[src/hw/rtcac_pkg.sv]
package rtcac_pkg;

  // Clock and timebase
  localparam int CLK_PERIOD_NS   = 10;
  localparam int HALF_SEC_NS     = 500_000_000;
  localparam int HALF_SEC_CYCLES = HALF_SEC_NS / CLK_PERIOD_NS;

  // Register byte offsets on the peripheral bus
  localparam logic [7:0] OFF_ALCFG   = 8'h00;
  localparam logic [7:0] OFF_ALVAL   = 8'h04;
  localparam logic [7:0] OFF_YEAR    = 8'h08;
  localparam logic [7:0] OFF_CALENDAR_MONTH_DAY_VALUE   = 8'h0c;
  localparam logic [7:0] OFF_CTRL    = 8'h10;
  localparam logic [7:0] OFF_IRQ_STS = 8'h14;
  localparam logic [7:0] OFF_IRQ_MSK = 8'h18;
  localparam logic [7:0] OFF_TIME    = 8'h1c;

  // Field positions
  localparam int MASK_LSB      = 10;
  localparam int PTR_LSB       = 8;
  localparam int CTRL_WREN_BIT = 0;
  localparam int CTRL_ALEN_BIT = 1;
  localparam int CTRL_CHIME_BIT = 2;
  localparam int IRQ_ALARM_BIT = 0;
  localparam int IRQ_WBLK_BIT  = 1;

  // Implemented bits and values after reset
  localparam logic [15:0] CALENDAR_MONTH_DAY_VALUE_MASK = 16'h1f3f;
  localparam logic [15:0] CALENDAR_MONTH_DAY_VALUE_RST  = 16'h0101;
  localparam logic [7:0]  YEAR_RST   = 8'h00;

  // BCD limits and roll-over points
  localparam logic [3:0] BCD_MAX      = 4'h9;
  localparam logic [2:0] TENS_MAX_MS  = 3'h5;
  localparam logic [1:0] HR_TENS_LAST = 2'h2;
  localparam logic [3:0] HR_ONES_LAST = 4'h3;
  localparam logic [2:0] WDAY_LAST    = 3'h6;

  typedef enum logic [3:0] {
    MASK_HALF_SEC = 4'h0,
    MASK_SEC      = 4'h1,
    MASK_TEN_SEC  = 4'h2,
    MASK_MIN      = 4'h3,
    MASK_TEN_MIN  = 4'h4,
    MASK_HOUR     = 4'h5,
    MASK_DAY      = 4'h6,
    MASK_WEEK     = 4'h7,
    MASK_MONTH    = 4'h8,
    MASK_YEAR     = 4'h9
  } rtcac_mask_t;

  // Word index of the alarm store selected by the window pointer
  typedef enum logic [1:0] {
    PTR_MTH_SEC = 2'h0,
    PTR_WDY_HR  = 2'h1,
    PTR_MIN_DAY = 2'h2,
    PTR_PWC     = 2'h3
  } rtcac_ptr_t;

endpackage

[src/hw/rtcac_core_if.sv]
`timescale 1ns/1ps
interface rtcac_core_if;
  // Timebase events and current time
  logic             half;
  logic             sec;
  logic             ten_sec;
  logic             minute;
  logic             ten_min;
  logic             hour;
  logic             day;
  logic [7:0]       sec_bcd;
  logic [7:0]       min_bcd;
  logic [7:0]       hr_bcd;
  logic [2:0]       wday;
  // Alarm value store
  logic             wr_en;
  logic [1:0]       idx;
  logic [15:0]      wr_data;
  logic [15:0]      rd_data;
  logic [3:0][15:0] words;

  modport timebase (output half, sec, ten_sec, minute, ten_min, hour, day,
                    output sec_bcd, min_bcd, hr_bcd, wday);
  modport store    (input wr_en, idx, wr_data, output rd_data, words);
  modport core     (input half, sec, ten_sec, minute, ten_min, hour, day,
                    input sec_bcd, min_bcd, hr_bcd, wday, rd_data, words,
                    output wr_en, idx, wr_data);
endinterface

[src/hw/rtcac_timebase.sv]
`timescale 1ns/1ps
module rtcac_timebase #(
  parameter int HALF_CYCLES = rtcac_pkg::HALF_SEC_CYCLES
) (
  // Clock and reset
  input wire logic         pclk,
  input wire logic         presetn,
  // Events and time
  rtcac_core_if.timebase   tm
);
  localparam int CW = $clog2(HALF_CYCLES + 1);

  typedef struct packed {
    logic [CW-1:0] cnt;
    logic          phase;
    logic [3:0]    so;
    logic [2:0]    st;
    logic [3:0]    mo;
    logic [2:0]    mt;
    logic [3:0]    ho;
    logic [1:0]    ht;
    logic [2:0]    wd;
    logic [6:0]    ev;
  } rtcac_tb_st_t;

  rtcac_tb_st_t s_reg;
  rtcac_tb_st_t s_next;

  // Events carry over in a cascade so every boundary pulse is aligned
  always_comb begin
    s_next    = s_reg;
    s_next.ev = '0;
    if (s_reg.cnt == CW'(HALF_CYCLES - 1)) begin
      s_next.cnt   = '0;
      s_next.ev[0] = 1'b1;
      s_next.phase = ~s_reg.phase;
      if (s_reg.phase) begin
        s_next.ev[1] = 1'b1;
        if (s_reg.so == rtcac_pkg::BCD_MAX) begin
          s_next.so    = '0;
          s_next.ev[2] = 1'b1;
          if (s_reg.st == rtcac_pkg::TENS_MAX_MS) begin
            s_next.st    = '0;
            s_next.ev[3] = 1'b1;
            if (s_reg.mo == rtcac_pkg::BCD_MAX) begin
              s_next.mo    = '0;
              s_next.ev[4] = 1'b1;
              if (s_reg.mt == rtcac_pkg::TENS_MAX_MS) begin
                s_next.mt    = '0;
                s_next.ev[5] = 1'b1;
                if (s_reg.ht == rtcac_pkg::HR_TENS_LAST && s_reg.ho == rtcac_pkg::HR_ONES_LAST) begin
                  s_next.ht    = '0;
                  s_next.ho    = '0;
                  s_next.ev[6] = 1'b1;
                  s_next.wd    = (s_reg.wd == rtcac_pkg::WDAY_LAST) ? 3'h0 : s_reg.wd + 3'h1;
                end else if (s_reg.ho == rtcac_pkg::BCD_MAX) begin
                  s_next.ho = '0;
                  s_next.ht = s_reg.ht + 2'h1;
                end else begin
                  s_next.ho = s_reg.ho + 4'h1;
                end
              end else begin
                s_next.mt = s_reg.mt + 3'h1;
              end
            end else begin
              s_next.mo = s_reg.mo + 4'h1;
            end
          end else begin
            s_next.st = s_reg.st + 3'h1;
          end
        end else begin
          s_next.so = s_reg.so + 4'h1;
        end
      end
    end else begin
      s_next.cnt = s_reg.cnt + CW'(1);
    end
  end

  always_ff @(posedge pclk or negedge presetn) begin
    if (!presetn) begin
      s_reg <= '0;
    end else begin
      s_reg <= s_next;
    end
  end

  assign tm.half    = s_reg.ev[0];
  assign tm.sec     = s_reg.ev[1];
  assign tm.ten_sec = s_reg.ev[2];
  assign tm.minute  = s_reg.ev[3];
  assign tm.ten_min = s_reg.ev[4];
  assign tm.hour    = s_reg.ev[5];
  assign tm.day     = s_reg.ev[6];
  assign tm.sec_bcd = {1'b0, s_reg.st, s_reg.so};
  assign tm.min_bcd = {1'b0, s_reg.mt, s_reg.mo};
  assign tm.hr_bcd  = {2'b00, s_reg.ht, s_reg.ho};
  assign tm.wday    = s_reg.wd;
endmodule

[src/hw/rtcac_alarm_store.sv]
`timescale 1ns/1ps
module rtcac_alarm_store (
  // Clock and reset
  input wire logic     pclk,
  input wire logic     presetn,
  // Store port
  rtcac_core_if.store  st
);
  typedef struct packed {
    logic [3:0][15:0] words;
    logic [15:0]      rd;
  } rtcac_store_st_t;

  rtcac_store_st_t s_reg;
  rtcac_store_st_t s_next;

  // Read data trail the pointer by one cycle; bus reads sample it later
  always_comb begin
    s_next    = s_reg;
    s_next.rd = s_reg.words[st.idx];
    if (st.wr_en) begin
      s_next.words[st.idx] = st.wr_data;
    end
  end

  always_ff @(posedge pclk or negedge presetn) begin
    if (!presetn) begin
      s_reg <= '0;
    end else begin
      s_reg <= s_next;
    end
  end

  assign st.rd_data = s_reg.rd;
  assign st.words   = s_reg.words;
endmodule

[src/hw/rtcac_top.sv]
// Functional notes
// - Mask 0010 fires every ten seconds, mask 0011 every minute.
// - Mask 0100 fires every ten minutes, mask 0101 every hour.
// - Window high byte: pointer picks month, weekday, minute or stamp alarm byte.
// - Window low byte: pointer picks second, hour, day or sample alarm byte.
// - Repeat count gives extra alarms; all ones 255 more, zero just one; with chime set, zero reloads all ones and alarms go on.
// - Year tens BCD digit in bits 7-4, values 0 to 9.
// - Year ones BCD digit in bits 3-0, values 0 to 9.
// - Year bits 15-8 always read zero.
// - Year and month/day accept writes only while calendar write enable is 1.
// - Month tens bit 12, month ones bits 11-8; bits 15-13 read zero.
// - Day tens bits 5-4 up to 3, day ones bits 3-0; bits 7-6 zero.
//
// Register access over APB and the register addresses were left to the implementer.
`timescale 1ns/1ps
module rtcac_top #(
  parameter int HALF_SEC_CYCLES = rtcac_pkg::HALF_SEC_CYCLES
) (
  // Clock and reset
  input  wire logic        pclk,
  input  wire logic        presetn,
  // APB slave
  input  wire logic        psel,
  input  wire logic        penable,
  input  wire logic        pwrite,
  input  wire logic [7:0]  paddr,
  input  wire logic [31:0] pwdata,
  output logic      [31:0] prdata,
  output logic             pready,
  output logic             pslverr,
  // Alarm and interrupt
  output logic             alarm_event,
  output logic             irq
);
  typedef struct packed {
    logic        wren;
    logic        alen;
    logic        chime;
    logic [3:0]  mask;
    logic [1:0]  ptr;
    logic [7:0]  rpt;
    logic [7:0]  year;
    logic [15:0] calendar_month_day_value;
    logic [1:0]  sts;
    logic [1:0]  msk;
    logic        pready;
    logic        pslverr;
    logic [31:0] prdata;
    logic        irq;
    logic        alarm;
  } rtcac_top_st_t;

  localparam rtcac_top_st_t TOP_RST = '{
    year:    rtcac_pkg::YEAR_RST,
    calendar_month_day_value:   rtcac_pkg::CALENDAR_MONTH_DAY_VALUE_RST,
    default: '0
  };

  rtcac_top_st_t s_reg;
  rtcac_top_st_t s_next;

  rtcac_core_if cif();

  rtcac_timebase #(
    .HALF_CYCLES (HALF_SEC_CYCLES)
  ) u_timebase (
    .pclk    (pclk),
    .presetn (presetn),
    .tm      (cif.timebase)
  );

  rtcac_alarm_store u_store (
    .pclk    (pclk),
    .presetn (presetn),
    .st      (cif.store)
  );

  logic       acc;
  logic       done;
  logic       wr;
  logic       cal_wr;
  logic       year_ok;
  logic       calendar_month_day_value_ok;
  logic       mapped;
  logic       hms_eq;
  logic       wday_eq;
  logic       day_eq;
  logic       mth_eq;
  logic       hit;
  logic       fire;
  logic       blk;
  logic [1:0] clr;

  // First access cycle raises pready; the write lands on the completing edge
  assign acc    = psel & penable & ~s_reg.pready;
  assign done   = psel & penable & s_reg.pready;
  assign wr     = done & pwrite;
  assign cal_wr = wr & ((paddr == rtcac_pkg::OFF_YEAR) | (paddr == rtcac_pkg::OFF_CALENDAR_MONTH_DAY_VALUE));

  assign year_ok  = (pwdata[7:4] <= rtcac_pkg::BCD_MAX) && (pwdata[3:0] <= rtcac_pkg::BCD_MAX);
  assign calendar_month_day_value_ok = (pwdata[11:8] <= rtcac_pkg::BCD_MAX) && (pwdata[3:0] <= rtcac_pkg::BCD_MAX);

  assign mapped = (paddr == rtcac_pkg::OFF_ALCFG)   || (paddr == rtcac_pkg::OFF_ALVAL)   ||
                  (paddr == rtcac_pkg::OFF_YEAR)    || (paddr == rtcac_pkg::OFF_CALENDAR_MONTH_DAY_VALUE)   ||
                  (paddr == rtcac_pkg::OFF_CTRL)    || (paddr == rtcac_pkg::OFF_IRQ_STS) ||
                  (paddr == rtcac_pkg::OFF_IRQ_MSK) || (paddr == rtcac_pkg::OFF_TIME);

  // Window accesses go to the word that the pointer selects
  assign cif.wr_en   = wr & (paddr == rtcac_pkg::OFF_ALVAL);
  assign cif.idx     = s_reg.ptr;
  assign cif.wr_data = pwdata[15:0];

  // Calendar compares; day and month come from the software calendar registers
  assign hms_eq  = (cif.sec_bcd == cif.words[rtcac_pkg::PTR_MTH_SEC][7:0]) &&
                   (cif.min_bcd == cif.words[rtcac_pkg::PTR_MIN_DAY][15:8]) &&
                   (cif.hr_bcd == cif.words[rtcac_pkg::PTR_WDY_HR][7:0]);
  assign wday_eq = {5'h00, cif.wday} == cif.words[rtcac_pkg::PTR_WDY_HR][15:8];
  assign day_eq  = {2'b00, s_reg.calendar_month_day_value[5:0]} == cif.words[rtcac_pkg::PTR_MIN_DAY][7:0];
  assign mth_eq  = {3'b000, s_reg.calendar_month_day_value[12:8]} == cif.words[rtcac_pkg::PTR_MTH_SEC][15:8];

  always_comb begin
    case (s_reg.mask)
      rtcac_pkg::MASK_HALF_SEC: hit = cif.half;
      rtcac_pkg::MASK_SEC:      hit = cif.sec;
      rtcac_pkg::MASK_TEN_SEC:  hit = cif.ten_sec;
      rtcac_pkg::MASK_MIN:      hit = cif.minute;
      rtcac_pkg::MASK_TEN_MIN:  hit = cif.ten_min;
      rtcac_pkg::MASK_HOUR:     hit = cif.hour;
      rtcac_pkg::MASK_DAY:      hit = cif.sec & hms_eq;
      rtcac_pkg::MASK_WEEK:     hit = cif.sec & hms_eq & wday_eq;
      rtcac_pkg::MASK_MONTH:    hit = cif.sec & hms_eq & day_eq;
      rtcac_pkg::MASK_YEAR:     hit = cif.sec & hms_eq & day_eq & mth_eq;
      // Reserved codes stay silent rather than guess an interval
      default:                  hit = 1'b0;
    endcase
  end

  assign fire = s_reg.alen & hit;
  assign blk  = cal_wr & ~(s_reg.wren & ((paddr == rtcac_pkg::OFF_YEAR) ? year_ok : calendar_month_day_value_ok));

  always_comb begin
    s_next       = s_reg;
    clr          = 2'b00;
    s_next.alarm = fire;
    if (fire) begin
      if (s_reg.rpt != 8'h00) begin
        s_next.rpt = s_reg.rpt - 8'h01;
      end else if (s_reg.chime) begin
        s_next.rpt = 8'hff;
      end else begin
        s_next.alen = 1'b0;
      end
    end
    // A bus write in the same cycle overrides the hardware update
    if (wr) begin
      case (paddr)
        rtcac_pkg::OFF_ALCFG: begin
          s_next.mask = pwdata[rtcac_pkg::MASK_LSB +: 4];
          s_next.ptr  = pwdata[rtcac_pkg::PTR_LSB +: 2];
          s_next.rpt  = pwdata[7:0];
        end
        rtcac_pkg::OFF_YEAR: begin
          if (s_reg.wren && year_ok) begin
            s_next.year = pwdata[7:0];
          end
        end
        rtcac_pkg::OFF_CALENDAR_MONTH_DAY_VALUE: begin
          if (s_reg.wren && calendar_month_day_value_ok) begin
            s_next.calendar_month_day_value = pwdata[15:0] & rtcac_pkg::CALENDAR_MONTH_DAY_VALUE_MASK;
          end
        end
        rtcac_pkg::OFF_CTRL: begin
          s_next.wren  = pwdata[rtcac_pkg::CTRL_WREN_BIT];
          s_next.alen  = pwdata[rtcac_pkg::CTRL_ALEN_BIT];
          s_next.chime = pwdata[rtcac_pkg::CTRL_CHIME_BIT];
        end
        rtcac_pkg::OFF_IRQ_STS: begin
          clr = pwdata[1:0];
        end
        rtcac_pkg::OFF_IRQ_MSK: begin
          s_next.msk = pwdata[1:0];
        end
        default: begin
        end
      endcase
    end
    // Set beats clear so an event in the clearing cycle survives
    s_next.sts[rtcac_pkg::IRQ_ALARM_BIT] = (s_reg.sts[rtcac_pkg::IRQ_ALARM_BIT] &
                                            ~clr[rtcac_pkg::IRQ_ALARM_BIT]) | fire;
    s_next.sts[rtcac_pkg::IRQ_WBLK_BIT]  = (s_reg.sts[rtcac_pkg::IRQ_WBLK_BIT] &
                                            ~clr[rtcac_pkg::IRQ_WBLK_BIT]) | blk;
    s_next.irq     = |(s_next.sts & s_next.msk);
    s_next.pready  = acc;
    s_next.pslverr = acc & ~mapped;
    s_next.prdata  = 32'h0000_0000;
    if (acc && !pwrite) begin
      case (paddr)
        rtcac_pkg::OFF_ALCFG: begin
          s_next.prdata = {18'h00000, s_reg.mask, s_reg.ptr, s_reg.rpt};
        end
        rtcac_pkg::OFF_ALVAL: begin
          s_next.prdata = {16'h0000, cif.rd_data};
        end
        rtcac_pkg::OFF_YEAR: begin
          s_next.prdata = {24'h000000, s_reg.year};
        end
        rtcac_pkg::OFF_CALENDAR_MONTH_DAY_VALUE: begin
          s_next.prdata = {16'h0000, s_reg.calendar_month_day_value};
        end
        rtcac_pkg::OFF_CTRL: begin
          s_next.prdata = {29'h00000000, s_reg.chime, s_reg.alen, s_reg.wren};
        end
        rtcac_pkg::OFF_IRQ_STS: begin
          s_next.prdata = {30'h00000000, s_reg.sts};
        end
        rtcac_pkg::OFF_IRQ_MSK: begin
          s_next.prdata = {30'h00000000, s_reg.msk};
        end
        rtcac_pkg::OFF_TIME: begin
          s_next.prdata = {5'h00, cif.wday, cif.hr_bcd, cif.min_bcd, cif.sec_bcd};
        end
        default: begin
          s_next.prdata = 32'h0000_0000;
        end
      endcase
    end
  end

  always_ff @(posedge pclk or negedge presetn) begin
    if (!presetn) begin
      s_reg <= TOP_RST;
    end else begin
      s_reg <= s_next;
    end
  end

  assign prdata      = s_reg.prdata;
  assign pready      = s_reg.pready;
  assign pslverr     = s_reg.pslverr;
  assign alarm_event = s_reg.alarm;
  assign irq         = s_reg.irq;

  logic rd_win;
  logic rd_year;
  assign rd_win  = acc & ~pwrite & (paddr == rtcac_pkg::OFF_ALVAL);
  assign rd_year = acc & ~pwrite & (paddr == rtcac_pkg::OFF_YEAR);
endmodule

[config.mk]
export PLATFORM = sky130hd
export DESIGN_NAME = rtcac_top
export DESIGN_NICKNAME = d
export VERILOG_FILES = /design/src/hw/rtcac_pkg.sv /design/src/hw/rtcac_core_if.sv /design/src/hw/rtcac_timebase.sv /design/src/hw/rtcac_alarm_store.sv /design/src/hw/rtcac_top.sv
export SDC_FILE = /design/constraint.sdc
export NUM_CORES = 1
export LEC_CHECK = 0
export ABC_CLOCK_PERIOD_IN_PS = 3600
export BUFFER_PORTS_ARGS = -buffer_cell sky130_fd_sc_hd__buf_4
export CAP_MARGIN = 0
export CORE_UTILIZATION = 40
export CTS_BUF_LIST = sky130_fd_sc_hd__clkbuf_8
export CTS_CLUSTER_SIZE = 12
export DETAILED_ROUTE_END_ITERATION = 16
export PLACE_DENSITY = 0.63
export SYNTH_ARGS = -nofsm -noshare
export SYNTH_HDL_FRONTEND = slang
export SYNTH_SLANG_ARGS = --single-unit
export TNS_END_PERCENT = 5
[constraint.sdc]
create_clock -name pclk -period 3.6 [get_ports pclk]
set_clock_uncertainty 0.2 [all_clocks]
set_input_delay 0.72 -clock pclk [delete_from_list [all_inputs] [get_ports pclk]]
set_output_delay 0.72 -clock pclk [all_outputs]
set_load 0.01 [all_outputs]
==> impl_results.md, run 1 <==
* Status: complete, no violations
* Port bufs at between 50 and 60
* Largest net degree at the start of global routing at 77
* Max reg flops at 64
* Family with the most delay on the worst path: simple AND/OR/NAND/NOR gates
* Crit end category: flip-flop
* All-layer global routing usage at between 10% and 20%
* # diodes at 0
* R2r worst-path depth at 7
* Drt via density at between 5 and 6
* Layout Utilization at about 47%
* Syn Area/Cell at 11.8 µm²
* Netlist cell types at 73
* Fin crit period at around 3.1 ns
* CTS tree: yes
* Worst Path Required at approximately 3.8 ns
* Post-route ant nets at 0
* Worst r2r dst: u_timebase.tm.wday[2]
* Critical setup path kind: flip-flop to flip-flop
* First-pass GRT wire length at 37.7 mm
* Crit share post-route at ~87%
* Buffer levels on the longest clock path at 3
* Initial DRC count at ~400
* Critical path's largest stage delay at 0.59 ns
* DR vias at 6544
* R2r startpoint: u_timebase.s_reg[49]
* Post-synth EDFFs at 0
* Die height at approximately 160 µm
* Critical-path top delay cell: or4_4
* Startpoint types: flip-flop
* Synth Register Bits at roughly 200
* Overflow left after global routing at 0
* DP HPWL at between 15 and 20 mm
* Fraction of registers with async set/reset at 100%
* Ports at 81
* Worst path arrival time at 3.34 ns
* Root Buffer: clkbuf_8
* CTS buffer count at 37
* Antenna violations before repair at 0
* Clock latency on the worst-skew pair at 0.52 ns
* Core region area at between 20000 and 25000 µm²
* DR WL/cell at between 15 and 20 µm
* R2R Setup Slk at between 0.4 and 0.5 ns
* Clk pin slew, worst setup/hold paths at around 0.06 ns
* Slew headroom at around half
* Top_reg_cell synth: dfrtp_1
* Post-synthesis sequential area ratio at a little over half
* Worst-Margin Slew at just over 0.7 ns
* Final setup vio count at 0
* RSZ-0062 raised after global routing: no
* Vias in the first global route at a little under 7000
* Number of max-cap violations at 0
* Layout cell share with drive strength beyond 1 at 29.9%
* Die X at 159 µm
* Cell Chain, Critical Path: or4b_4, nor3_2, and3_4, nand2_4, or4_4, nor4b_1, mux2_2
* Peak supply drop at 0.184 mV
* CTS Hold Bufs at 0
* Worst-path maximum fanout at 9
* Final Max Tran Viols at 0
* Post-CTS Setup Repair Bufs at 0
* HP Class: input port to asynchronous set/reset pin
* H-tree depth at 2
* Drt pass-1 iters at 5
* DIE AREA at approximately 25000 µm²
* Gp weighted congestion at ~0.83
* PwrDens at between 400 and 500 nW/µm²
* Initial core utilization at between 40% and 50%
* Post-CTS Resized at 0
* Crit path buf inv count at 0
* Mapped Cells at ~840
* CTS Sinks at 205
* Row count at 56
* Leak at 0.00538 µW
* Area growth, synth to finish at 14.2%
* WL final at approximately 23 mm
* Synth Warn # at 0
* Final Hold Violating Endpoints at 0
* Post-layout net count at about 940
* Post-Route Setup TNS at 0 ns
* Syn Std Cell Area at between 9000 and 10000 µm²
* F_max at around 320 MHz
* # DRC at 0
-- layout by cell type (no fill, tap or decap), types with 7 or more instances in the layout --
cell type and count:
a21oi_1 7, a31oi_1 7, o21ai_0 22, nand3_1 22, nand2_1 68, nor4_1 9
xor2_1 25, xnor2_1 40, and2_1 13, mux2i_1 8, nor3_1 14, nor2_1 64
inv_1 27, nand4_1 20, dfrtp_1 203, mux4_2 17, a22oi_1 11, clkbuf_8 45
mux2_2 102, conb_1 7, buf_4 77
-- synthesized netlist by cell type, types with 6 or more instances --
| master | n | area (µm²) |
|---|---|---|
| o21ai_0 | 22 | 110 |
| a21oi_1 | 7 | 35.0 |
| clkbuf_1 | 30 | 113 |
| buf_4 | 32 | 240 |
| mux4_2 | 17 | 383 |
| nand3_1 | 22 | 110 |
| nand2_1 | 68 | 255 |
| and2_1 | 13 | 81.3 |
| a222oi_1 | 6 | 60.1 |
| nor2_1 | 64 | 240 |
| nor3_1 | 14 | 70.1 |
| a22oi_1 | 11 | 82.6 |
| nand4_1 | 20 | 125 |
| xnor2_1 | 40 | 350 |
| nor4_1 | 9 | 56.3 |
| mux2_2 | 102 | 1150 |
| nor2b_1 | 6 | 37.5 |
| mux2i_1 | 8 | 80.1 |
| inv_1 | 16 | 60.1 |
| dfrtp_1 | 203 | 5080 |
| a31oi_1 | 7 | 43.8 |
| xor2_1 | 25 | 219 |
-- report_power, final --
part | total (µW) | leakage [µW] | switching [µW] | internal, µW
clock network | 2120 | 0.000413 | 947 | 1180
logic | 132 | 0.00215 | 93.9 | 38.6
registers | 2310 | 0.00282 | 3.16 | 2310
total | 4570 | 0.00538 | 1040 | 3520
-- worst max-delay path by stage --
stage                              start                    end  slack, ns  cells after the start
floorplan                       paddr[5]   u_store.st.words[22]       0.48                      7
global placement    u_timebase.s_reg[31]  u_timebase.tm.wday[0]       0.53                      8
detailed placement  u_timebase.s_reg[31]  u_timebase.tm.wday[2]       0.47                      8
CTS                 u_timebase.s_reg[31]  u_timebase.tm.wday[2]       0.45                      8
global route        u_timebase.s_reg[31]  u_timebase.tm.wday[2]       0.28                      8
finish              u_timebase.s_reg[49]  u_timebase.tm.wday[2]       0.47                      7
-- final cells by class --
cell class | instances | area (µm²)
Fill cell | 2204 | 12500
Sequential cell | 205 | 5130
Multi-Input combinational cell | 553 | 4290
Timing Repair Buffer | 80 | 632
Clock buffer | 44 | 606
Tap cell | 319 | 399
Clock inverter | 18 | 105
Inverter | 16 | 60.1
-- cell families (layout without fill, tap and decap cells) --
group	count (synthesis)	after routing	share of synthesized area (%)
buffers and inverters	84	158	4.51
other	1	7	0.0382
and+or+nand+nor	265	265	14.4
xor gates and xnor gates	65	65	5.79
adders and majority gates	4	4	0.509
muxes	128	128	16.6
DFF	205	205	52.2
AOI/OAI and AO/OA	84	84	6.00
-- layer usage --
layer,vias to the layer above,wire (µm),share of wire (%),track usage (%)
li1,3062,-,-,-
met1,3266,10500,46,26.1
met2,174,10500,46,29.5
met3,42,1290,5.6,4.05
met4,0,582,2.5,6.97
met5,-,0,0,0
-- through the flow --
stage	hold slack (ns)	setup WS [ns]	power, µW	std cells	area [µm²]
after CTS	0.0221	0.455	4640	1235	11200
after global placement	0.263	0.526	2490	1173	10500
after global routing	0.0404	0.285	4760	1235	11200
final	0.0155	0.466	4570	1235	11200
after detailed placement	0.268	0.466	2490	1173	10500
after floorplan	0.224	0.482	2390	842	9850
(Power assumes the default switching activity.)
==> inputs of run 2 (changes only) <==
--- a/config.mk
+++ b/config.mk
@@ -5,14 +5,14 @@
 export SDC_FILE = /design/constraint.sdc
 export NUM_CORES = 1
 export LEC_CHECK = 0
-export ABC_CLOCK_PERIOD_IN_PS = 3600
+export ABC_CLOCK_PERIOD_IN_PS = 2730
 export BUFFER_PORTS_ARGS = -buffer_cell sky130_fd_sc_hd__buf_4
 export CAP_MARGIN = 0
 export CORE_UTILIZATION = 40
 export CTS_BUF_LIST = sky130_fd_sc_hd__clkbuf_8
 export CTS_CLUSTER_SIZE = 12
 export DETAILED_ROUTE_END_ITERATION = 16
-export PLACE_DENSITY = 0.63
+export PLACE_DENSITY = 0.65
 export SYNTH_ARGS = -nofsm -noshare
 export SYNTH_HDL_FRONTEND = slang
 export SYNTH_SLANG_ARGS = --single-unit
==> constraint.sdc (replaced) <==
create_clock -name pclk -period 2.73 [get_ports pclk]
set_clock_uncertainty 0.2 [all_clocks]
set_input_delay 0.546 -clock pclk [delete_from_list [all_inputs] [get_ports pclk]]
set_output_delay 0.546 -clock pclk [all_outputs]
set_load 0.01 [all_outputs]
==> impl_results.md, run 2 (same netlist as run 1, synthesis figures left out) <==
* H-tree depth at 2
* PwrDens at between 500 and 600 nW/µm²
* Initial core utilization at roughly two fifths
* Ports at 81
* Critical-path top delay cell: or4b_4
* Die height at roughly 160 µm
* Switching share of power at between 20% and 30%
* # DRC at 0
* Critical path's largest stage delay at approximately 0.54 ns
* Worst-path maximum fanout at 4
* Final Max Tran Viols at 0
* DIE AREA at 25200 µm²
* Final Cell Area at around 12000 µm²
* Crit share post-route at 103%
* First-pass GRT wire length at ~38 mm
* CTS tree: yes
* Initial DRC count at 312
* Drt pass-1 iters at 5
* R2R Setup Slk at -0.07 ns
* Core region area at 23800 µm²
* Combinational group share of total power at approximately 3.1%
* Commonest non-fill, non-tap cell in the layout: dfrtp_1
* Antenna violations before repair at 0
* Buffer levels on the longest clock path at 3
* DP HPWL at about 17 mm
* R2r startpoint: u_timebase.s_reg[49]
* Post-Layout Cell Count at about 1300
* Layout cell share with drive strength beyond 1 at roughly 34%
* Fin crit period at around 2.8 ns
* Drt via density at about 5.3
* Row count at 56
* Final setup vio count at 1
* Post-Place Setup Slack at -0.0566 ns
* Post-layout net count at a little under 1000
* Startpoint types: flip-flop
* Area growth, synth to finish at 18.2%
* Overflow left after global routing at 0
* Gp weighted congestion at 0.853
* Failing checks: negative setup slack
* Clk pin slew, worst setup/hold paths at 0.06 ns
* Cell Chain, Critical Path: or4b_4, nor3_2, and3_4, nand2_4, or4_4, or3_4, mux2_4
* Hold Slack at approximately 0.084 ns
* Final Hold Violating Endpoints at 0
* Worst-Margin Slew at about 0.57 ns
* Most frequent cells in the layout: 203 x dfrtp_1, 120 x buf_4, 102 x mux2_2, 68 x nand2_1, 64 x nor2_1
* Die X at approximately 160 µm
* Worst path arrival time at approximately 3.0 ns
* Placed cell count at between 1000 and 1500
* All-layer global routing usage at 19.0%
* Worst setup slack after layout at -0.0737 ns
* R2r worst-path depth at 7
* Max reg flops at between 60 and 70
* Slew headroom at 62.0%
* Root Buffer: clkbuf_8
* F_max at approximately 360 MHz
* DR vias at ~6700
* Switching power at about 1400 µW
* Worst Path Required at between 2 and 3 ns
* Largest net degree at the start of global routing at 72
* Clock latency on the worst-skew pair at 0.53 ns
* Hold Startpoint: pwdata[8]
* Hold Crit Depth at 3
* Vias in the first global route at ~7000
* Peak supply drop at ~0.22 mV
* Status: finished, violations left
* Clk pwr share at between 40% and 50%
* RSZ-0062 raised after global routing: yes
* CTS buffer count at 36
* Leak at ~0.0056 µW
* Power Internal at between 4000 and 5000 µW
* WL final at approximately 23 mm
* Worst Hold Endpoint: cif.idx[0]
* CTS Sinks at between 200 and 250
* Crit end category: flip-flop
* Worst r2r dst: u_timebase.tm.wday[0]
* Post-route ant nets at 0
* HP Class: input port to flip-flop
* Critical setup path kind: flip-flop to flip-flop
* Number of max-cap violations at 0
* # diodes at 0
* DR WL/cell at approximately 18 µm
* Sequential power share at between 50% and 60%
* Port bufs at 57
* Post-DP Area at roughly 11000 µm²
* # fillers at between 2000 and 2500
==> run 2: changes by cell type in the layout (fill, tap and decap cells not counted), sizes merged <==
| cell | previous run | this run |
|---|---|---|
| clkinv | 5 | 7 |
| bufinv | 1 | 0 |
| clkinvlp | 0 | 2 |
| dlygate4sd3 | 0 | 1 |
| buf | 79 | 124 |
| inv | 28 | 22 |
| clkbuf | 45 | 47 |
==> run 2: worst max-delay path: cells and delay by family (launching register included) <==
family	cells	cell delay, ns
and+or+nand+nor	6	1.79
muxes	1	0.30
DFF	1	0.37
==> run 2: routing by layer <==
layer | GRT usage, % | vias up | wire length, µm
met5 | 0 | - | 0
met2 | 30.6 | 182 | 11100
met3 | 3.76 | 34 | 1230
li1 | - | 3145 | -
met4 | 6.44 | 0 | 454
met1 | 25.6 | 3385 | 10200
==> run 2: repair_timing <==
item,in CTS,in global routing
pin swaps,1,1
setup buffers,1,0
hold buffers,1,0
endpoints found under the setup margin,2,7
endpoints found under the hold margin,33,0
resized for setup,0,1
==> run 2: area by class of cell <==
type / count / area, µm² / area share, %
clock buffer: 46 / 633 / 5.45
timing repair buffer: 126 / 1000 / 8.65
sequential: 205 / 5130 / 44.2
inverter: 16 / 60.1 / 0.517
clock inverter: 15 / 72.6 / 0.625
tap: 319 / 399 / 3.44
multi-input combinational: 553 / 4310 / 37.1
==> run 2: power groups by stage <==
stage | combinational [µW] | sequential [µW] | clock (µW)
after floorplan | 50.0 | 3100 | 0
after global placement | 184 | 3100 | 0
after detailed placement | 185 | 3100 | 0
after CTS | 187 | 3050 | 2800
after global routing | 205 | 3050 | 2930
final | 182 | 3050 | 2730
==> run 2: through the flow <==
stage          util (%)  power (µW)  TNS (ns)
2_1_floorplan         -        3150     -5.23
3_3_place_gp       45.8        3290   -0.0299
3_5_place_dp       45.8        3290   -0.0767
4_1_cts            48.9        6040    -0.118
5_1_grt            48.9        6180    -0.334
6_report           48.9        5960   -0.0737
==> run 2: worst max-delay path by stage <==
stage / start / cells past startpoint / slack [ns] / end
2_1_floorplan: u_timebase.s_reg[38] / 8 / -0.16 / u_timebase.tm.wday[0]
3_3_place_gp: u_timebase.s_reg[40] / 7 / -0.03 / u_timebase.tm.wday[0]
3_5_place_dp: u_timebase.s_reg[40] / 7 / -0.06 / u_timebase.tm.wday[0]
4_1_cts: u_timebase.s_reg[41] / 7 / -0.09 / u_timebase.tm.wday[0]
5_1_grt: u_timebase.s_reg[49] / 7 / -0.14 / u_timebase.tm.wday[0]
6_report: u_timebase.s_reg[49] / 7 / -0.07 / u_timebase.tm.wday[0]
